**config.mk**
```make
export PLATFORM = sky130hd
export DESIGN_NAME = eepw_host
export DESIGN_NICKNAME = d
export VERILOG_FILES = /design/src/rtl/eepw_pkg.sv /design/src/rtl/eepw_fifo.sv /design/src/rtl/eepw_poll.sv /design/src/rtl/eepw_host.sv
export SDC_FILE = /design/constraint.sdc
export NUM_CORES = 1
export LEC_CHECK = 0
export BUFFER_PORTS_ARGS = -buffer_cell sky130_fd_sc_hd__buf_2
export CELL_PAD_IN_SITES_DETAIL_PLACEMENT = 0
export CELL_PAD_IN_SITES_GLOBAL_PLACEMENT = 1
export CORE_ASPECT_RATIO = 0.7
export CORE_MARGIN = 2
export CORE_UTILIZATION = 41
export DETAILED_ROUTE_END_ITERATION = 6
export GPL_TIMING_DRIVEN = 0
export PLACE_DENSITY = 0.86
export SLEW_MARGIN = 10
export SYNTH_ARGS = -nofsm -noshare
export SYNTH_HDL_FRONTEND = slang
export SYNTH_HIERARCHICAL = 1
export SYNTH_SLANG_ARGS = --single-unit
```
**constraint.sdc**
```tcl
create_clock -name clk_in -period 2.7 [get_ports clk_in]
set_clock_uncertainty 0.15 [all_clocks]
set_input_delay 0 -clock clk_in [delete_from_list [all_inputs] [get_ports clk_in]]
set_output_delay 0 -clock clk_in [all_outputs]
set_load 0.005 [all_outputs]
```
**src/rtl/eepw_pkg.sv**
```systemverilog
// constants, types and command tables shared by the page-write host controller
package eepw_pkg;

  ////////////////////////////////////////////////////////////////////////////
  // clock and bus widths
  localparam int CLK_NS = 10;
  localparam int ADDR_W = 15;
  localparam int DATA_W = 8;
  localparam int PAGE_LSB = 6;
  localparam int PAGE_BYTES = 64;
  localparam int POLL_BIT = 7;
  localparam int TOGGLE_BIT = 6;
  localparam int FIFO_DEPTH = 4;
  localparam int CNT_W = 8;
  localparam int TIMER_W = 20;
  localparam int LEN_W = 7;
  localparam int SEQ_W = 3;

  ////////////////////////////////////////////////////////////////////////////
  // timing figures in their own units
  localparam int T_WP_NS = 100;
  localparam int T_WPH_NS = 50;
  localparam int T_ACC_NS = 120;
  localparam int T_OEHP_NS = 150;
  localparam int BLC_US = 150;
  localparam int WC_MS = 10;

  // least times round up to whole cycles, never below one
  function automatic int ceil_cyc(input int ns);
    int c;
    c = (ns + CLK_NS - 1) / CLK_NS;
    return (c < 1) ? 1 : c;
  endfunction

  localparam int T_WP_CYC = ceil_cyc(T_WP_NS);
  localparam int T_WPH_CYC = ceil_cyc(T_WPH_NS);
  localparam int T_ACC_CYC = ceil_cyc(T_ACC_NS);
  localparam int T_OEHP_CYC = ceil_cyc(T_OEHP_NS);
  // longest times round down
  localparam int BLC_CYC = (BLC_US * 1000) / CLK_NS;
  localparam int WC_CYC = (WC_MS * 1000000) / CLK_NS;

  ////////////////////////////////////////////////////////////////////////////
  // operations and lock command sequences
  typedef enum logic [1:0] {
    OP_READ = 2'h0,
    OP_WRITE = 2'h1,
    OP_LOCK_WRITE = 2'h2,
    OP_UNLOCK_WRITE = 2'h3
  } eepw_op_e;

  localparam logic [SEQ_W-1:0] LOCK_SEQ_LEN = 3'h3;
  localparam logic [SEQ_W-1:0] UNLOCK_SEQ_LEN = 3'h6;
  localparam logic [ADDR_W-1:0] CMD_ADDR_A = 15'h5555;
  localparam logic [ADDR_W-1:0] CMD_ADDR_B = 15'h2aaa;
  localparam logic [DATA_W-1:0] CMD_KEY_A = 8'haa;
  localparam logic [DATA_W-1:0] CMD_KEY_B = 8'h55;
  localparam logic [DATA_W-1:0] CMD_LOCK = 8'ha0;
  localparam logic [DATA_W-1:0] CMD_UNLOCK_1 = 8'h80;
  localparam logic [DATA_W-1:0] CMD_UNLOCK_2 = 8'h20;

  function automatic logic [ADDR_W-1:0] seq_addr(input logic [SEQ_W-1:0] idx);
    return (idx == 3'h1 || idx == 3'h4) ? CMD_ADDR_B : CMD_ADDR_A;
  endfunction

  function automatic logic [DATA_W-1:0] seq_data(input logic unlock, input logic [SEQ_W-1:0] idx);
    logic [DATA_W-1:0] d;
    unique case (idx)
      3'h0, 3'h3: d = CMD_KEY_A;
      3'h1, 3'h4: d = CMD_KEY_B;
      3'h2: d = unlock ? CMD_UNLOCK_1 : CMD_LOCK;
      default: d = CMD_UNLOCK_2;
    endcase
    return d;
  endfunction

endpackage

```
**src/rtl/eepw_fifo.sv**
```systemverilog
// small flip-flop fifo carrying payload bytes toward the page loader
`timescale 1ns/1ns
module eepw_fifo #(
  parameter int WIDTH = 8,
  parameter int DEPTH = 4
) (
  input wire logic clk_in,
  input wire logic srst_in,
  input wire logic [WIDTH-1:0] in_data_in,
  input wire logic in_valid_in,
  output logic in_ready_out,
  output logic [WIDTH-1:0] out_data_out,
  output logic out_valid_out,
  input wire logic out_ready_in
);
  localparam int AW = (DEPTH > 1) ? $clog2(DEPTH) : 1;
  localparam logic [AW:0] FULL_CNT = (AW+1)'(DEPTH);

  logic [WIDTH-1:0] mem_reg [DEPTH];
  logic [WIDTH-1:0] mem_next [DEPTH];
  logic [AW-1:0] wr_ptr_reg, wr_ptr_next, rd_ptr_reg, rd_ptr_next;
  logic [AW:0] count_reg, count_next;
  logic ready_reg, ready_next;
  logic push, pop;

  assign push = in_valid_in && ready_reg;
  assign pop = out_ready_in && (count_reg != '0);
  assign in_ready_out = ready_reg;
  assign out_valid_out = (count_reg != '0);
  assign out_data_out = mem_reg[rd_ptr_reg];

  always_comb begin
    mem_next = mem_reg;
    wr_ptr_next = wr_ptr_reg;
    rd_ptr_next = rd_ptr_reg;
    count_next = count_reg;
    if (push) begin
      mem_next[wr_ptr_reg] = in_data_in;
      wr_ptr_next = (wr_ptr_reg == AW'(DEPTH - 1)) ? '0 : wr_ptr_reg + 1'b1;
    end
    if (pop) begin
      rd_ptr_next = (rd_ptr_reg == AW'(DEPTH - 1)) ? '0 : rd_ptr_reg + 1'b1;
    end
    if (push && !pop) begin
      count_next = count_reg + 1'b1;
    end else if (pop && !push) begin
      count_next = count_reg - 1'b1;
    end
    ready_next = (count_next != FULL_CNT);
  end

  always_ff @(posedge clk_in) begin
    if (srst_in) begin
      wr_ptr_reg <= '0;
      rd_ptr_reg <= '0;
      count_reg <= '0;
      ready_reg <= 1'b0;
    end else begin
      wr_ptr_reg <= wr_ptr_next;
      rd_ptr_reg <= rd_ptr_next;
      count_reg <= count_next;
      ready_reg <= ready_next;
    end
    mem_reg <= mem_next;
  end

endmodule

```
**src/rtl/eepw_poll.sv**
```systemverilog
// end-of-write detector: data polling or toggle comparison of successive reads
`timescale 1ns/1ns
module eepw_poll (
  input wire logic clk_in,
  input wire logic srst_in,
  input wire logic start_in,
  input wire logic sample_in,
  input wire logic toggle_mode_in,
  input wire logic expect_in,
  input wire logic [eepw_pkg::DATA_W-1:0] data_in,
  output logic done_out
);
  logic have_prev_reg, have_prev_next;
  logic prev_reg, prev_next;

  // toggle mode trusts no absolute level, only two equal reads in a row
  assign done_out = sample_in && (toggle_mode_in ?
                    (have_prev_reg && (prev_reg == data_in[eepw_pkg::TOGGLE_BIT])) :
                    (data_in[eepw_pkg::POLL_BIT] == expect_in));

  always_comb begin
    have_prev_next = have_prev_reg;
    prev_next = prev_reg;
    if (start_in) begin
      have_prev_next = 1'b0;
    end else if (sample_in) begin
      have_prev_next = 1'b1;
      prev_next = data_in[eepw_pkg::TOGGLE_BIT];
    end
  end

  always_ff @(posedge clk_in) begin
    if (srst_in) begin
      have_prev_reg <= 1'b0;
      prev_reg <= 1'b0;
    end else begin
      have_prev_reg <= have_prev_next;
      prev_reg <= prev_next;
    end
  end

endmodule

```
**src/rtl/eepw_host.sv**
```systemverilog
// host controller for a parallel page-write eeprom with software write lock
// Function
// - page lines held during page load
// - next byte within byte load window
// - zero to 64 payload bytes per cycle, at least one for a plain write
// - same page after unlock code entered
// - command bytes and addresses in hex
// - toggle reads keep one fixed address
// - compare successive toggle reads, not levels
// - command sequences follow page write timing
`timescale 1ns/1ns
module eepw_host #(
  parameter int BLC_CYC = eepw_pkg::BLC_CYC,
  parameter int WC_CYC = eepw_pkg::WC_CYC
) (
  input wire logic clk_in,
  input wire logic srst_in,
  input wire logic cmd_valid_in,
  output logic cmd_ready_out,
  input wire logic [1:0] cmd_op_in,
  input wire logic [eepw_pkg::ADDR_W-1:0] cmd_addr_in,
  input wire logic [eepw_pkg::LEN_W-1:0] cmd_len_in,
  input wire logic cmd_toggle_in,
  input wire logic [eepw_pkg::DATA_W-1:0] wr_data_in,
  input wire logic wr_valid_in,
  output logic wr_ready_out,
  output logic [eepw_pkg::DATA_W-1:0] rd_data_out,
  output logic rd_valid_out,
  output logic done_out,
  output logic err_out,
  output logic locked_out,
  output logic ce_n_out,
  output logic oe_n_out,
  output logic we_n_out,
  output logic [eepw_pkg::ADDR_W-1:0] addr_out,
  output logic [eepw_pkg::DATA_W-1:0] dq_out,
  output logic dq_oe_out,
  input wire logic [eepw_pkg::DATA_W-1:0] dq_in
);
  localparam int AW = eepw_pkg::ADDR_W;
  localparam int DW = eepw_pkg::DATA_W;
  localparam int TW = eepw_pkg::TIMER_W;
  localparam int CW = eepw_pkg::CNT_W;

  typedef enum logic [8:0] {
    ST_IDLE = 9'h001,
    ST_SEQ = 9'h002,
    ST_LOAD = 9'h004,
    ST_WLO = 9'h008,
    ST_WHI = 9'h010,
    ST_PGAP = 9'h020,
    ST_PRD = 9'h040,
    ST_READ = 9'h080,
    ST_END = 9'h100
  } eepw_state_e;

  ////////////////////////////////////////////////////////////////////////////
  // state
  eepw_state_e state_reg, state_next;
  logic [CW-1:0] cnt_reg, cnt_next;
  logic [TW-1:0] gap_reg, gap_next, wc_reg, wc_next;
  logic [eepw_pkg::LEN_W-1:0] len_reg, len_next, idx_reg, idx_next;
  logic [eepw_pkg::SEQ_W-1:0] seq_reg, seq_next, seq_len_reg, seq_len_next;
  logic in_seq_reg, in_seq_next, unlock_reg, unlock_next, toggle_reg, toggle_next;
  logic [AW-1:0] base_reg, base_next;
  logic [DW-1:0] last_data_reg, last_data_next;
  logic lock_set_reg, lock_set_next, lock_clr_reg, lock_clr_next;
  logic locked_reg, locked_next, err_flag_reg, err_flag_next;
  logic ce_n_reg, ce_n_next, oe_n_reg, oe_n_next, we_n_reg, we_n_next;
  logic [AW-1:0] addr_reg, addr_next;
  logic [DW-1:0] dq_reg, dq_next, rd_data_reg, rd_data_next;
  logic dq_oe_reg, dq_oe_next, rd_valid_reg, rd_valid_next;
  logic done_reg, done_next, err_reg, err_next, ready_reg, ready_next;

  logic [DW-1:0] fifo_data;
  logic fifo_valid, fifo_pop, poll_start, poll_sample, poll_done;

  ////////////////////////////////////////////////////////////////////////////
  // payload buffer and end-of-write detector
  eepw_fifo #(.WIDTH(DW), .DEPTH(eepw_pkg::FIFO_DEPTH)) eepw_fifo_inst (
    .clk_in(clk_in),
    .srst_in(srst_in),
    .in_data_in(wr_data_in),
    .in_valid_in(wr_valid_in),
    .in_ready_out(wr_ready_out),
    .out_data_out(fifo_data),
    .out_valid_out(fifo_valid),
    .out_ready_in(fifo_pop)
  );

  assign poll_sample = (state_reg == ST_PRD) && (cnt_reg == '0);

  eepw_poll eepw_poll_inst (
    .clk_in(clk_in),
    .srst_in(srst_in),
    .start_in(poll_start),
    .sample_in(poll_sample),
    .toggle_mode_in(toggle_reg),
    .expect_in(last_data_reg[eepw_pkg::POLL_BIT]),
    .data_in(dq_in),
    .done_out(poll_done)
  );

  assign fifo_pop = (state_reg == ST_LOAD) && fifo_valid;
  // a lapsed load starts polling too, so no stale read is compared
  assign poll_start = (state_next == ST_PGAP) && ((state_reg == ST_WHI) || (state_reg == ST_LOAD));

  ////////////////////////////////////////////////////////////////////////////
  // sequencer
  always_comb begin
    state_next = state_reg;
    cnt_next = (cnt_reg != '0) ? cnt_reg - 1'b1 : cnt_reg;
    gap_next = (gap_reg != '1) ? gap_reg + 1'b1 : gap_reg;
    wc_next = wc_reg;
    len_next = len_reg;
    idx_next = idx_reg;
    seq_next = seq_reg;
    seq_len_next = seq_len_reg;
    in_seq_next = in_seq_reg;
    unlock_next = unlock_reg;
    toggle_next = toggle_reg;
    base_next = base_reg;
    last_data_next = last_data_reg;
    lock_set_next = lock_set_reg;
    lock_clr_next = lock_clr_reg;
    locked_next = locked_reg;
    err_flag_next = err_flag_reg;
    ce_n_next = ce_n_reg;
    oe_n_next = oe_n_reg;
    we_n_next = we_n_reg;
    addr_next = addr_reg;
    dq_next = dq_reg;
    dq_oe_next = dq_oe_reg;
    rd_data_next = rd_data_reg;
    rd_valid_next = 1'b0;
    done_next = 1'b0;
    err_next = 1'b0;
    ready_next = 1'b0;
    unique case (state_reg)
      ST_IDLE: begin
        ready_next = 1'b1;
        if (cmd_valid_in && ready_reg) begin
          ready_next = 1'b0;
          base_next = cmd_addr_in;
          len_next = cmd_len_in;
          gap_next = '0;
          idx_next = '0;
          seq_next = '0;
          err_flag_next = 1'b0;
          unlock_next = (cmd_op_in == eepw_pkg::OP_UNLOCK_WRITE);
          lock_set_next = (cmd_op_in == eepw_pkg::OP_LOCK_WRITE);
          lock_clr_next = (cmd_op_in == eepw_pkg::OP_UNLOCK_WRITE);
          in_seq_next = cmd_op_in[1];
          seq_len_next = (cmd_op_in == eepw_pkg::OP_UNLOCK_WRITE) ?
                         eepw_pkg::UNLOCK_SEQ_LEN : eepw_pkg::LOCK_SEQ_LEN;
          // with no payload there is no byte to poll, so toggle mode is forced
          toggle_next = cmd_toggle_in || (cmd_len_in == '0);
          ce_n_next = 1'b0;
          if (cmd_op_in == eepw_pkg::OP_READ) begin
            addr_next = cmd_addr_in;
            oe_n_next = 1'b0;
            cnt_next = CW'(eepw_pkg::T_ACC_CYC - 1);
            state_next = ST_READ;
          end else if (cmd_len_in > eepw_pkg::LEN_W'(eepw_pkg::PAGE_BYTES) || (cmd_len_in == '0 && !cmd_op_in[1])) begin
            ce_n_next = 1'b1;
            err_next = 1'b1;
            done_next = 1'b1;
            state_next = ST_END;
          end else if (cmd_op_in[1]) begin
            state_next = ST_SEQ;
          end else begin
            state_next = ST_LOAD;
          end
        end
      end
      ST_SEQ: begin
        addr_next = eepw_pkg::seq_addr(seq_reg);
        dq_next = eepw_pkg::seq_data(unlock_reg, seq_reg);
        dq_oe_next = 1'b1;
        we_n_next = 1'b0;
        gap_next = '0;
        cnt_next = CW'(eepw_pkg::T_WP_CYC - 1);
        state_next = ST_WLO;
      end
      ST_LOAD: begin
        if (fifo_valid) begin
          // page lines fixed, only the byte offset moves
          addr_next = {base_reg[AW-1:eepw_pkg::PAGE_LSB],
                       base_reg[eepw_pkg::PAGE_LSB-1:0] + idx_reg[eepw_pkg::PAGE_LSB-1:0]};
          dq_next = fifo_data;
          last_data_next = fifo_data;
          dq_oe_next = 1'b1;
          we_n_next = 1'b0;
          gap_next = '0;
          idx_next = idx_reg + 1'b1;
          cnt_next = CW'(eepw_pkg::T_WP_CYC - 1);
          state_next = ST_WLO;
        end else if (gap_reg >= TW'(BLC_CYC - 1)) begin
          err_flag_next = 1'b1;
          toggle_next = toggle_reg || (idx_reg == '0) || in_seq_reg;
          cnt_next = CW'(eepw_pkg::T_OEHP_CYC - 1);
          wc_next = '0;
          state_next = ST_PGAP;
        end
      end
      ST_WLO: begin
        if (cnt_reg == '0) begin
          we_n_next = 1'b1;
          cnt_next = CW'(eepw_pkg::T_WPH_CYC - 1);
          state_next = ST_WHI;
        end
      end
      ST_WHI: begin
        if (cnt_reg == '0) begin
          dq_oe_next = 1'b0;
          if (in_seq_reg && (seq_reg != seq_len_reg - 1'b1)) begin
            seq_next = seq_reg + 1'b1;
            state_next = ST_SEQ;
          end else if (idx_reg != len_reg) begin
            in_seq_next = 1'b0;
            state_next = ST_LOAD;
          end else begin
            in_seq_next = 1'b0;
            // poll the last byte address and hold it
            if (idx_reg != '0) begin
              addr_next = {base_reg[AW-1:eepw_pkg::PAGE_LSB],
                           base_reg[eepw_pkg::PAGE_LSB-1:0] + idx_reg[eepw_pkg::PAGE_LSB-1:0] - 1'b1};
            end
            cnt_next = CW'(eepw_pkg::T_OEHP_CYC - 1);
            wc_next = '0;
            state_next = ST_PGAP;
          end
        end
      end
      ST_PGAP: begin
        wc_next = wc_reg + 1'b1;
        if (cnt_reg == '0) begin
          oe_n_next = 1'b0;
          cnt_next = CW'(eepw_pkg::T_ACC_CYC - 1);
          state_next = ST_PRD;
        end
      end
      ST_PRD: begin
        wc_next = wc_reg + 1'b1;
        if (cnt_reg == '0) begin
          oe_n_next = 1'b1;
          // end of write seen by the detector
          if (poll_done) begin
            rd_data_next = dq_in;
            // lock state follows a finished write period
            if (lock_set_reg) begin
              locked_next = 1'b1;
            end
            if (lock_clr_reg) begin
              locked_next = 1'b0;
            end
            ce_n_next = 1'b1;
            done_next = 1'b1;
            err_next = err_flag_reg;
            state_next = ST_END;
          // give up after the longest write cycle
          end else if (wc_reg >= TW'(WC_CYC)) begin
            ce_n_next = 1'b1;
            done_next = 1'b1;
            err_next = 1'b1;
            state_next = ST_END;
          end else begin
            cnt_next = CW'(eepw_pkg::T_OEHP_CYC - 1);
            state_next = ST_PGAP;
          end
        end
      end
      ST_READ: begin
        if (cnt_reg == '0) begin
          rd_data_next = dq_in;
          rd_valid_next = 1'b1;
          done_next = 1'b1;
          oe_n_next = 1'b1;
          ce_n_next = 1'b1;
          state_next = ST_END;
        end
      end
      ST_END: begin
        ready_next = 1'b1;
        state_next = ST_IDLE;
      end
      default: begin
        ce_n_next = 1'b1;
        oe_n_next = 1'b1;
        we_n_next = 1'b1;
        dq_oe_next = 1'b0;
        state_next = ST_IDLE;
      end
    endcase
  end

  always_ff @(posedge clk_in) begin
    if (srst_in) begin
      state_reg <= ST_IDLE;
      cnt_reg <= '0;
      gap_reg <= '0;
      wc_reg <= '0;
      len_reg <= '0;
      idx_reg <= '0;
      seq_reg <= '0;
      seq_len_reg <= '0;
      in_seq_reg <= 1'b0;
      unlock_reg <= 1'b0;
      toggle_reg <= 1'b0;
      base_reg <= '0;
      last_data_reg <= '0;
      lock_set_reg <= 1'b0;
      lock_clr_reg <= 1'b0;
      locked_reg <= 1'b0;
      err_flag_reg <= 1'b0;
      ce_n_reg <= 1'b1;
      oe_n_reg <= 1'b1;
      we_n_reg <= 1'b1;
      addr_reg <= '0;
      dq_reg <= '0;
      dq_oe_reg <= 1'b0;
      rd_data_reg <= '0;
      rd_valid_reg <= 1'b0;
      done_reg <= 1'b0;
      err_reg <= 1'b0;
      ready_reg <= 1'b0;
    end else begin
      state_reg <= state_next;
      cnt_reg <= cnt_next;
      gap_reg <= gap_next;
      wc_reg <= wc_next;
      len_reg <= len_next;
      idx_reg <= idx_next;
      seq_reg <= seq_next;
      seq_len_reg <= seq_len_next;
      in_seq_reg <= in_seq_next;
      unlock_reg <= unlock_next;
      toggle_reg <= toggle_next;
      base_reg <= base_next;
      last_data_reg <= last_data_next;
      lock_set_reg <= lock_set_next;
      lock_clr_reg <= lock_clr_next;
      locked_reg <= locked_next;
      err_flag_reg <= err_flag_next;
      ce_n_reg <= ce_n_next;
      oe_n_reg <= oe_n_next;
      we_n_reg <= we_n_next;
      addr_reg <= addr_next;
      dq_reg <= dq_next;
      dq_oe_reg <= dq_oe_next;
      rd_data_reg <= rd_data_next;
      rd_valid_reg <= rd_valid_next;
      done_reg <= done_next;
      err_reg <= err_next;
      ready_reg <= ready_next;
    end
  end

  assign cmd_ready_out = ready_reg;
  assign rd_data_out = rd_data_reg;
  assign rd_valid_out = rd_valid_reg;
  assign done_out = done_reg;
  assign err_out = err_reg;
  assign locked_out = locked_reg;
  assign ce_n_out = ce_n_reg;
  assign oe_n_out = oe_n_reg;
  assign we_n_out = we_n_reg;
  assign addr_out = addr_reg;
  assign dq_out = dq_reg;
  assign dq_oe_out = dq_oe_reg;

  ////////////////////////////////////////////////////////////////////////////
  // checks
  logic pay_phase, poll_phase;
  logic [1:0] samples_reg;
  assign pay_phase = !in_seq_reg && (state_reg == ST_WLO) && (idx_reg != '0);
  assign poll_phase = (state_reg == ST_PGAP) || (state_reg == ST_PRD);
  always_ff @(posedge clk_in) begin
    if (srst_in || poll_start) begin
      samples_reg <= '0;
    end else if (poll_sample && samples_reg != 2'h3) begin
      samples_reg <= samples_reg + 1'b1;
    end
  end

  a_page_lines_held: assert property (@(posedge clk_in) disable iff (srst_in)
    $fell(we_n_out) && pay_phase |-> addr_out[AW-1:6] == base_reg[AW-1:6])
    else $error("page lines moved during load");
  a_byte_window: assert property (@(posedge clk_in) disable iff (srst_in)
    (state_reg == ST_LOAD) |-> gap_reg < TW'(BLC_CYC))
    else $error("byte load window exceeded");
  a_payload_bound: assert property (@(posedge clk_in) disable iff (srst_in)
    $fell(we_n_out) && pay_phase |-> idx_reg <= len_reg && idx_reg <= 7'h40)
    else $error("too many payload bytes");
  a_same_page_unlock: assert property (@(posedge clk_in) disable iff (srst_in)
    $fell(we_n_out) && pay_phase && (lock_set_reg || lock_clr_reg) |-> addr_out[AW-1:6] == base_reg[AW-1:6])
    else $error("page changed after code");
  a_seq_bytes: assert property (@(posedge clk_in) disable iff (srst_in)
    $fell(we_n_out) && in_seq_reg |-> dq_out == eepw_pkg::seq_data(unlock_reg, seq_reg) && dq_oe_out)
    else $error("wrong command byte");
  a_poll_addr_fixed: assert property (@(posedge clk_in) disable iff (srst_in)
    poll_phase && $past(poll_phase) |-> $stable(addr_out))
    else $error("poll address moved");
  a_toggle_two_reads: assert property (@(posedge clk_in) disable iff (srst_in)
    poll_sample && poll_done && toggle_reg |-> samples_reg != 2'h0)
    else $error("toggle done on a single read");
  a_we_pulse_width: assert property (@(posedge clk_in) disable iff (srst_in)
    $fell(we_n_out) |-> ##9 !we_n_out ##1 we_n_out)
    else $error("write pulse width wrong");
  a_oe_high_write: assert property (@(posedge clk_in) disable iff (srst_in)
    !we_n_out |-> oe_n_out && !ce_n_out && dq_oe_out)
    else $error("oe low during write");
  a_lock_after_poll: assert property (@(posedge clk_in) disable iff (srst_in)
    $rose(locked_out) |-> done_out && !err_out)
    else $error("lock set without finished write");

  c_lock_write: cover property (@(posedge clk_in) $rose(locked_out));
  c_unlock_write: cover property (@(posedge clk_in) $fell(locked_out));
  c_toggle_done: cover property (@(posedge clk_in) poll_sample && poll_done && toggle_reg);
  c_data_poll_done: cover property (@(posedge clk_in) poll_sample && poll_done && !toggle_reg);
  c_read: cover property (@(posedge clk_in) rd_valid_out);

endmodule

```
Word level (Yosys, flattened, before mapping) --
Cells that the tools add are included.
Word-level totals: memories kept 0, logic and storage cells 284, latch bits 0, bits of input ports 45, bits in read-only memories 0, bits in writable memories 0, output and inout port bits 41, register bits after elaboration 187
Cells by class: eq/ne operators 41, bitwise gates (word level) 8, reductions and logical operators 63, div/mod/pow operators 0, multipliers 0, shift-type cells 0, muxes and demuxes 117, $lt $le $gt $ge 6, $add $sub $neg 12
Operator list (number):
- two-way mux 20 bit | 8
- two-way mux 8 bit | 20
- two-way mux 15 bit | 8
- case mux 20 bit (3 select lines) | 2
- two-way mux 9 bit | 12
- case mux 9 bit (8 select lines) | 1
- case mux 15 bit (4 select lines) | 1
- case mux 8 bit (7 select lines) | 1
- adder 20 x 1 -> 20 bit, second input constant | 2
- bitwise mux 32 bit | 1
- two-way mux 1 bit | 32
- case mux 8 bit (2 select lines) | 2
- case mux 8 bit (3 select lines) | 1
- two-way mux 3 bit | 7
- greater-or-equal comparator 20 x 14 -> 1 bit, second input constant | 1
- greater-or-equal comparator 20 bit, second input constant | 1
- inequality test 20 bit, second input constant | 1
- AND reduction 4 bit | 5
- equality test 9 x 6 -> 1 bit, second input constant | 2
- two-way mux 6 bit | 3
- inequality test 2 bit, second input constant | 9
- OR reduction 6 bit | 3
- binary-select mux 8 bit (select 2 bit) | 1
- demux 8 bit (select 2 bit) | 1
- 56 further kinds | 122

Longest topological paths before layout --
Gate-level depths: netlist (run 1).
depth after elaboration 11, mapped depth 12, gate-level depth less buffers 11

Cells and area by module --
Netlist (run 1), hierarchy kept.
By module, submodules not included:
- eepw_host | seq. area each 2742.6 um^2, area an instance 7160.6 um^2, cells an instance 881, instances 1
- eepw_fifo | seq. area each 1121.1 um^2, area an instance 1641.6 um^2, cells an instance 97, instances 1
- eepw_poll | seq. area each 40.0 um^2, area an instance 105.1 um^2, cells an instance 12, instances 1

Worst setup path before layout (run 1) --
Ideal clock, no wire load.
kind register -> register, from register state_reg[0], to register rd_data_reg[7], in the netlist rd_data_out[7], period minus slack after synthesis 2.903 ns, cell stages (with the launch flop) 10, setup slack -0.203 ns, required time 2.422 ns, library setup time 0.128 ns, path buffers 1, arrival time 2.625 ns, path through dfxtp_1 > buf_6 > nor4_4 > nand4b_1 > nor2_1 > and2_1 > nand2_1 > a21oi_1 > mux2i_1 > nor2_1
Between the ends: cells in the longest elaborated chain, start to end 5, elaborated cells on any way between the ends 10, classes of those cells eq/ne (5); mux (1); reduce/logical (4)
Ends and longest elaborated chain:
- start, declared | RTL line eepw_host.sv:59 | eepw_state_e state_reg, state_next;
- start signal, assigned | RTL line eepw_host.sv:328 | state_reg <= state_next;
- equality test 9 x 7 -> 1 bit | RTL line eepw_host.sv:91 | assign poll_sample = (state_reg == ST_PRD) && (cnt_reg == '0);
- logical AND 1 bit | RTL line eepw_host.sv:91
- named net poll_sample | RTL line eepw_host.sv:76 | logic fifo_valid, fifo_pop, poll_start, poll_sample, poll_done;
- logical AND 1 bit | RTL line eepw_poll.sv:17 | assign done_out = sample_in && (toggle_mode_in ?
- named net poll_done | RTL line eepw_host.sv:76
- inequality test 2 x 1 -> 1 bit (no source line)
- AND reduction 4 bit (no source line)
- end signal, assigned | RTL line eepw_host.sv:351 | rd_data_reg <= rd_data_next;
- end, declared | RTL line eepw_host.sv:71 | logic [DW-1:0] dq_reg, dq_next, rd_data_reg, rd_data_next;
The timed path passes the listed nets, and every way through them passes these cells. A chain may end at the register's enable or synchronous reset.

Worst setup path in the final report (run 1) --
from register seq_len_reg[2] (netlist name), to register wc_reg[18]
Between the ends: cells in the longest elaborated chain, start to end 5
Ends and longest elaborated chain:
- start, declared | RTL line eepw_host.sv:63 | logic [eepw_pkg::SEQ_W-1:0] seq_reg, seq_next, seq_len_reg, seq_len_next;
- start signal, assigned | RTL line eepw_host.sv:335 | seq_len_reg <= seq_len_next;
- subtractor 3 x 1 -> 3 bit | RTL line eepw_host.sv:216 | if (in_seq_reg && (seq_reg != seq_len_reg - 1'b1)) begin
- inequality test 3 bit | RTL line eepw_host.sv:216
- logical AND 1 bit | RTL line eepw_host.sv:216
- inequality test 2 bit (no source line)
- AND reduction 6 bit (no source line)
- end signal, assigned | RTL line eepw_host.sv:331 | wc_reg <= wc_next;
- end, declared | RTL line eepw_host.sv:61 | logic [TW-1:0] gap_reg, gap_next, wc_reg, wc_next;
No other way between the ends.

==> summary.md, run 1 <==
| Metric | Value |
|---|---|
| Worst Path Buf+Inv | `0` |
| Hold WS | `0.157 ns` |
| Syn Nets | `about 1100` |
| TritonCTS Sinks | `~180` |
| Number of global-route vias before repair | `7564` |
| Core footprint | `0.0215 sq mm` |
| Post-synth ARST share | `0%` |
| Area of the die | `0.0229 sq mm` |
| Main flop type after synthesis | `dfxtp_1` |
| CTS root buffer | `clkbuf_16` |
| Drt drc | `0` |
| # IOs | `86` |
| Crit end category | `register` |
| RSZ-0062 raised after global routing | `yes` |
| CP max stage delay | `0.50 ns` |
| Slew @ Worst Pin | `about 0.89 ns` |
| Max rail drop VDD | `0.000471 V` |
| Final ANT Viol Nets | `0` |
| Synth Cell Area | `roughly 0.009 sq mm` |
| I/O Buffers | `85` |
| Status | `finished with violations` |
| Reg clk slew, reported paths | `roughly 0.080 ns` |
| Total Power | `7.37 mW` |
| Register area share after synthesis | `43.8%` |
| First-pass DRT Iterations | `6` |
| Worst-Skew Late Latency | `0.45 ns` |
| Initial antenna violation count | `0` |
| Synth Area in Compound Gates | `15.7%` |
| Hpwl dp | `17900 microns` |
| Maxcap violations | `0` |
| Critical setup path kind | `reg2reg` |
| Fin crit share | `104%` |
| Syn_area_per_cell | `~9 sq um` |
| Most common cell after layout, fill and taps aside | `dfxtp_1` |
| Wire per inst | `about 18 microns` |
| CTS tree | `yes` |
| H-tree depth | `4` |
| CTS Buf Count | `17` |
| Layout net count | `around 1300` |
| Leakage | `4.32 nW` |
| Post-Synthesis Cells | `990` |
| Clock Tree Buf Depth | `2` |
| Failing checks | `negative setup slack` |
| PD cells | `638 mW/mm^2` |
| Yosys warns | `6` |
| N_diodes | `0` |
| Via Count | `8269` |
| CP Data Required Time | `2.93 ns` |
| All-layer global routing usage | `between 20 and 25%` |
| Post-Synth XOR/XNOR Area | `between 6 and 7%` |
| Worst hold endpoint | `eepw_fifo_inst/mem_reg[6]` |
| Hold Violations, Final | `0` |
| Max reg flops | `32` |
| Synth Area in Simple Gates | `between 20% and 30%` |
| First-pass GRT wire length | `~41000 microns` |
| Worst Hold Class | `in2reg` |
| Die height | `127 microns` |
| GRT overflow | `0` |
| Number of flops mapped to enable cells by yosys | `32` |
| Worst hold path cell count | `2` |
| R2R depth | `7` |
| Initial Util | `41.4%` |
| Peak Freq | `357 MHz` |
| Mux cell area share after synthesis | `3.37%` |
| Post-Synth Adder-Cell Area | `4.55%` |
| CP cell instances | `xor3_1, o31ai_4, nor3b_4, a21oi_4, or3_4, or4_1, a21oi_1` |
| Most frequent cells in the layout | `dfxtp_1, nand2_1, nor2_1` |
| FF-to-FF Start | `seq_len_reg[2]` |
| Routed WL | `26300 microns` |
| Layout cells sized above 1 | `between 20% and 30%` |
| Hold Path Origin | `wr_data_in[6]` |
| Worst reg2reg path endpoint | `wc_reg[18]` |
| CP top delay family | `simple AND/OR/NAND/NOR gates` |
| Crit-path slowest cell | `or4_1` |
| Worst slew margin | `40.6%` |
| Pin count of the biggest net entering global routing | `19` |
| Site Rows | `45` |
| Area delta synth->final | `29.7%` |
| Final instance area | `0.0116 sq mm` |
| Final setup margin | `-0.104 ns` |
| Arr. time, crit path | `between 3 and 4 ns` |
| Unique masters post-synth | `81` |
| Placed cell areas | `0.00970 sq mm` |
| R2R setup slack | `-0.10 ns` |
| Crit start category | `register` |
| Worst-path maximum fanout | `4` |
| Tmin final | `2.80 ns` |
| Gp weighted congestion | `0.945` |
| Synth Register Bits | `179` |
| Endpoints failing setup | `21` |
| Max-slew violations | `0` |
| Initial DRC Count | `797` |
| Main combinational cell family by area after synthesis | `simple AND/OR/NAND/NOR gates` |
| Die Width | `180 microns` |
| Via/cell ratio | `approximately 5.6` |
==> kinds of logic after synthesis <==
| logic type | after synthesis |
|---|---|
| flops | 179 |
| buf+inv | 84 |
| fa+ha+maj | 32 |
| mux | 20 |
| compound gates | 212 |
| xor+xnor | 61 |
| simple gates | 402 |
==> timing repair <==
item                                   CTS  global route
endpoints found under the hold margin   99             0
resized for setup                       78            66
buffers inserted                        26            13
hold buffers                            45             0
setup endpoints to repair              125            81
pin swaps                               18            21
cloned                                   0             2
==> cells in the mapped netlist, types with 3 or more instances <==
| cell type | instances | area [sq um] |
|---|---|---|
| a211oi_1 | 17 | 128 |
| a21o_1 | 6 | 45.0 |
| a21oi_1 | 78 | 390 |
| a221oi_1 | 15 | 131 |
| a31oi_1 | 12 | 75.1 |
| and2_1 | 10 | 62.6 |
| and3_1 | 12 | 75.1 |
| and4_1 | 5 | 43.8 |
| buf_1 | 3 | 11.3 |
| buf_2 | 8 | 40.0 |
| clkbuf_1 | 40 | 150 |
| dfxtp_1 | 147 | 2940 |
| edfxtp_1 | 32 | 961 |
| ha_1 | 29 | 363 |
| inv_1 | 31 | 116 |
| mux2i_1 | 12 | 120 |
| mux4_2 | 8 | 180 |
| nand2_1 | 110 | 413 |
| nand2_2 | 3 | 18.8 |
| nand2b_1 | 7 | 43.8 |
| nand3_1 | 29 | 145 |
| nand3b_1 | 4 | 30.0 |
| nand4_1 | 27 | 169 |
| nand4b_1 | 5 | 43.8 |
| nor2_1 | 104 | 390 |
| nor3_1 | 35 | 175 |
| nor3b_1 | 5 | 37.5 |
| nor4_1 | 6 | 37.5 |
| o2111ai_1 | 5 | 43.8 |
| o211ai_1 | 11 | 82.6 |
| o21ai_0 | 25 | 125 |
| o21bai_1 | 4 | 30.0 |
| o22ai_1 | 4 | 25.0 |
| o31ai_1 | 7 | 52.6 |
| or3_1 | 12 | 75.1 |
| or4_1 | 8 | 60.1 |
| xnor2_1 | 30 | 263 |
| xor2_1 | 30 | 263 |
==> worst max-delay path by stage <==
stage | startpoint | to | slack [ns] | cells past startpoint
after floorplan | seq_len_reg[2] | wc_reg[18] | -0.003 | 7
after global placement | state_reg[1] | wc_reg[5] | -0.95 | 9
after detailed placement | state_reg[1] | wc_reg[5] | -0.90 | 9
after CTS | state_reg[0] | wc_reg[18] | -0.09 | 8
after global routing | seq_len_reg[0] | wc_reg[18] | -0.15 | 9
final | seq_len_reg[2] | wc_reg[18] | -0.10 | 7
==> cell type report <==
| class | instances | area [sq um] |
|---|---|---|
| inverters | 32 | 129 |
| clock inverters | 14 | 170 |
| repair buffers | 171 | 1240 |
| fillers | 1954 | 9960 |
| flip-flops and latches | 179 | 3930 |
| well taps | 282 | 353 |
| clock buffers | 18 | 429 |
| multi-input cells | 727 | 5030 |
| plain buffers | 47 | 270 |
==> worst reg2reg max path, stage by stage, from the launching register on <==
cell and delay, ns:
dfxtp_2 0.37, xor3_1 0.46, o31ai_4 0.22, nor3b_4 0.34
a21oi_4 0.14, or3_4 0.41, or4_1 0.50, a21oi_1 0.13
==> report_power, final <==
group | internal, mW | switching [mW]
combinational | 0.783 | 1.01
clock | 1.32 | 1.22
sequential | 2.89 | 0.138
total | 5.00 | 2.37
==> metal layers <==
metal	share of wire, %	global-route usage (%)	wire length [microns]	vias to the layer above
met3	9.2	6.50	2420	45
met1	46	31.9	12100	3889
met4	1.7	6.45	457	0
li1	-	-	-	3976
met2	43	33.6	11300	359
met5	0	0	0	-
==> through the flow <==
step / TNS (ns) / utilization, % / worst slack (ns) / std cells
after floorplan: -0.00551 / - / -0.00284 / 990
after global placement: -40.34 / 45.1 / -0.954 / 1357
after detailed placement: -40.76 / 45.1 / -0.899 / 1357
after CTS: -0.356 / 52.3 / -0.0946 / 1458
after global routing: -3.04 / 53.7 / -0.146 / 1470
final: -0.901 / 53.7 / -0.104 / 1470
Power figures use the tool's default switching activity.
==> inputs of run 2 (changes only) <==
==> constraint.sdc (replaced) <==
create_clock -name clk_in -period 2.7 [get_ports clk_in]
set_clock_uncertainty 0.15 [all_clocks]
set_input_delay 0.27 -clock clk_in [delete_from_list [all_inputs] [get_ports clk_in]]
set_output_delay 0.27 -clock clk_in [all_outputs]
set_load 0.005 [all_outputs]
==> run 2 against run 1 <==
- power is 0.47% higher
- combinational power hardly changed
- via count is 0.27% higher
- register-to-register slack better by 0.03 ns
- count of clock-buffer cells in the layout stayed put
- critical endpoint unchanged
- utilization hardly changed
- the flow still finishes with violations (negative setup slack)
- cell count is 0.14% lower
- worst setup slack better by 0.030 ns
- design area hardly changed
- global-route usage is 0.051 points higher
- largest power group unchanged
- critical path depth stayed put
==> summary.md, run 2 (same netlist as run 1, synthesis figures left out) <==
| Metric | Value |
|---|---|
| I/O Buffers | `85 (unchanged)` |
| Tmin final | `2.77 ns (-0.0302 ns)` |
| Worst-Skew Late Latency | `0.45 ns (about the same)` |
| Die height | `127 microns (unchanged)` |
| Worst Hold Class | `in2reg` |
| Wire per inst | `18.1 microns (+1.0%)` |
| Final setup margin | `-0.0735 ns (+0.0302 ns)` |
| First-pass DRT Iterations | `6 (unchanged)` |
| Peak Freq | `361 MHz (+1.1%)` |
| Max rail drop VDD | `0.000469 V (-0.46%)` |
| Layout net count | `1248 (-0.16%)` |
| Initial Util | `41.4% (unchanged)` |
| CTS Buf Count | `17 (unchanged)` |
| CP max stage delay | `0.50 ns (about the same)` |
| Inst Count DP | `1357 (unchanged)` |
| Maxcap violations | `0 (unchanged)` |
| Hold Violations, Final | `0 (unchanged)` |
| Pin count of the biggest net entering global routing | `19 (unchanged)` |
| Arr. time, crit path | `3.00 ns (-0.03 ns)` |
| Max-slew violations | `0 (unchanged)` |
| Worst Path Buf+Inv | `0 (unchanged)` |
| R2R setup slack | `-0.07 ns (+0.03 ns)` |
| # IOs | `86 (unchanged)` |
| Initial DRC Count | `769 (-3.5%)` |
| Fin crit share | `103% (-1.1 points)` |
| Failing checks | `negative setup slack` |
| Number of global-route vias before repair | `7545 (-0.25%)` |
| Worst reg2reg path endpoint | `wc_reg[18]` |
| Max reg flops | `32 (unchanged)` |
| CTS tree | `yes` |
| PD cells | `641 mW/mm^2 (+0.44%)` |
| First-pass GRT wire length | `40800 microns (+0.20%)` |
| GRT overflow | `0 (unchanged)` |
| Status | `finished with violations` |
| Via Count | `8291 (+0.27%)` |
| Hold Path Origin | `wr_valid_in` |
| Most frequent cells in the layout | `dfxtp_1, nand2_1, nor2_1` |
| Fillers | `1961 (+0.36%)` |
| Post-route non-filler standard cell count | `1468 (-0.14%)` |
| RSZ-0062 raised after global routing | `yes` |
| CP cell instances | `xor3_1, o31ai_4, nor3b_4, a21oi_4, or3_4, or4_1, a21oi_1` |
| Final ANT Viol Nets | `0 (unchanged)` |
| Area delta synth->final | `29.7% (about the same)` |
| Hpwl dp | `17900 microns (unchanged)` |
| CTS root buffer | `clkbuf_16` |
| Most common cell after layout, fill and taps aside | `dfxtp_1` |
| Layout cells sized above 1 | `23.8% (+0.29 points)` |
| Pre-CTS setup slack | `-0.899 ns (unchanged)` |
| Critical setup path kind | `reg2reg` |
| Crit end category | `register` |
| Core footprint | `0.0215 sq mm (unchanged)` |
| N_diodes | `0 (unchanged)` |
| Total Power | `7.40 mW (+0.47%)` |
| Clock Tree Buf Depth | `2 (unchanged)` |
| Initial antenna violation count | `0 (unchanged)` |
| Routed WL | `26500 microns (+0.89%)` |
| Leakage | `4.34 nW (+0.47%)` |
| Area of the die | `0.0229 sq mm (unchanged)` |
| TritonCTS Sinks | `179 (unchanged)` |
| Crit start category | `register` |
| CP Data Required Time | `2.92 ns (about the same)` |
| Worst hold endpoint | `eepw_fifo_inst/wr_ptr_reg[1]` |
| R2R depth | `7 (unchanged)` |
| Slew @ Worst Pin | `0.873 ns (-0.0181 ns)` |
| Crit-path slowest cell | `or4_1` |
| Worst hold path cell count | `4 (+2)` |
| H-tree depth | `4 (unchanged)` |
| Die Width | `180 microns (unchanged)` |
| Gp weighted congestion | `0.945 (unchanged)` |
| Endpoints failing setup | `19 (-9.5%)` |
| FF-to-FF Start | `seq_len_reg[2]` |
| Worst slew margin | `41.8% (+1.2 points)` |
| Reg clk slew, reported paths | `0.08 ns (about the same)` |
| Site Rows | `45 (unchanged)` |
| Worst-path maximum fanout | `4 (unchanged)` |
| All-layer global routing usage | `22.6% (+0.051 points)` |
| CP top delay family | `simple AND/OR/NAND/NOR gates` |
| Via/cell ratio | `5.65 (+0.40%)` |
| Drt drc | `0 (unchanged)` |
-- run 2: cell count changes in the layout (fill, tap and decap cells not counted), moves of 2 or more --
cell	before	now
buf_4	32	34
dlygate4sd3_1	45	42
nand2_2	5	3
nand2_4	0	2
-- run 2: repair_timing --
| action | in CTS | in global routing |
|---|---|---|
| hold endpoints to repair | 68 | 0 |
| hold buffers | 42 | 0 |
| pin swaps | 18 | 21 |
| endpoints found under the setup margin | 125 | 82 |
| gates cloned | 0 | 3 |
| buffers inserted | 26 | 13 |
| gates resized for setup | 78 | 70 |
-- run 2: how the worst max path moves through the flow --
| stage | from | end | cells past startpoint |
|---|---|---|---|
| 3_5_place_dp | state_reg[1] | wc_reg[5] | 9 |
| 3_3_place_gp | state_reg[1] | wc_reg[5] | 9 |
| 4_1_cts | state_reg[0] | wc_reg[18] | 8 |
| 6_report | seq_len_reg[2] | wc_reg[18] | 7 |
| 5_1_grt | state_reg[7] | eepw_poll_inst/prev_reg | 11 |
| 2_1_floorplan | seq_len_reg[2] | wc_reg[18] | 7 |
-- run 2: power breakdown --
group	switching [mW]	total (mW)	internal (mW)
Sequential	0.138	3.03	2.89
Combinational	1.02	1.82	0.800
Clock	1.23	2.55	1.32
-- run 2: cell type report --
type / count / area (sq um) / area share [%]
clock buffers: 18 / 429 / 3.71
multi-input cells: 727 / 5040 / 43.6
flip-flops and latches: 179 / 3930 / 34.0
inverters: 32 / 129 / 1.12
repair buffers: 169 / 1230 / 10.7
plain buffers: 47 / 273 / 2.36
clock inverters: 14 / 170 / 1.47
well taps: 282 / 353 / 3.05
-- run 2: layer usage --
| metal | track usage [%] | wire [microns] | share of wire [%] | vias to the layer above |
|---|---|---|---|---|
| met2 | 33.5 | 11500 | 43 | 367 |
| li1 | - | - | - | 3959 |
| met1 | 32.1 | 12300 | 46 | 3933 |
| met5 | 0 | 0 | 0 | - |
| met3 | 6.50 | 2440 | 9.2 | 32 |
| met4 | 6.45 | 328 | 1.2 | 0 |
-- run 2: per-stage QoR --
step                      area [sq um]  utilization [%]  hold slack (ns)  setup TNS [ns]
after global routing             11600             53.7            0.166           -2.95
after detailed placement          9700             45.1            0.293          -40.76
final                            11600             53.7            0.126          -0.799
after CTS                        11200             52.2            0.111          -0.356
after floorplan                   8920                -            0.192        -0.00551
after global placement            9700             45.1            0.287          -40.34
-- run 2: worst reg2reg max path, stage by stage (launching register included) --
cell     delay (ns)
dfxtp_2        0.37
xor3_1         0.46
o31ai_4        0.22
nor3b_4        0.34
a21oi_4        0.13
or3_4          0.41
or4_1          0.50
a21oi_1        0.13
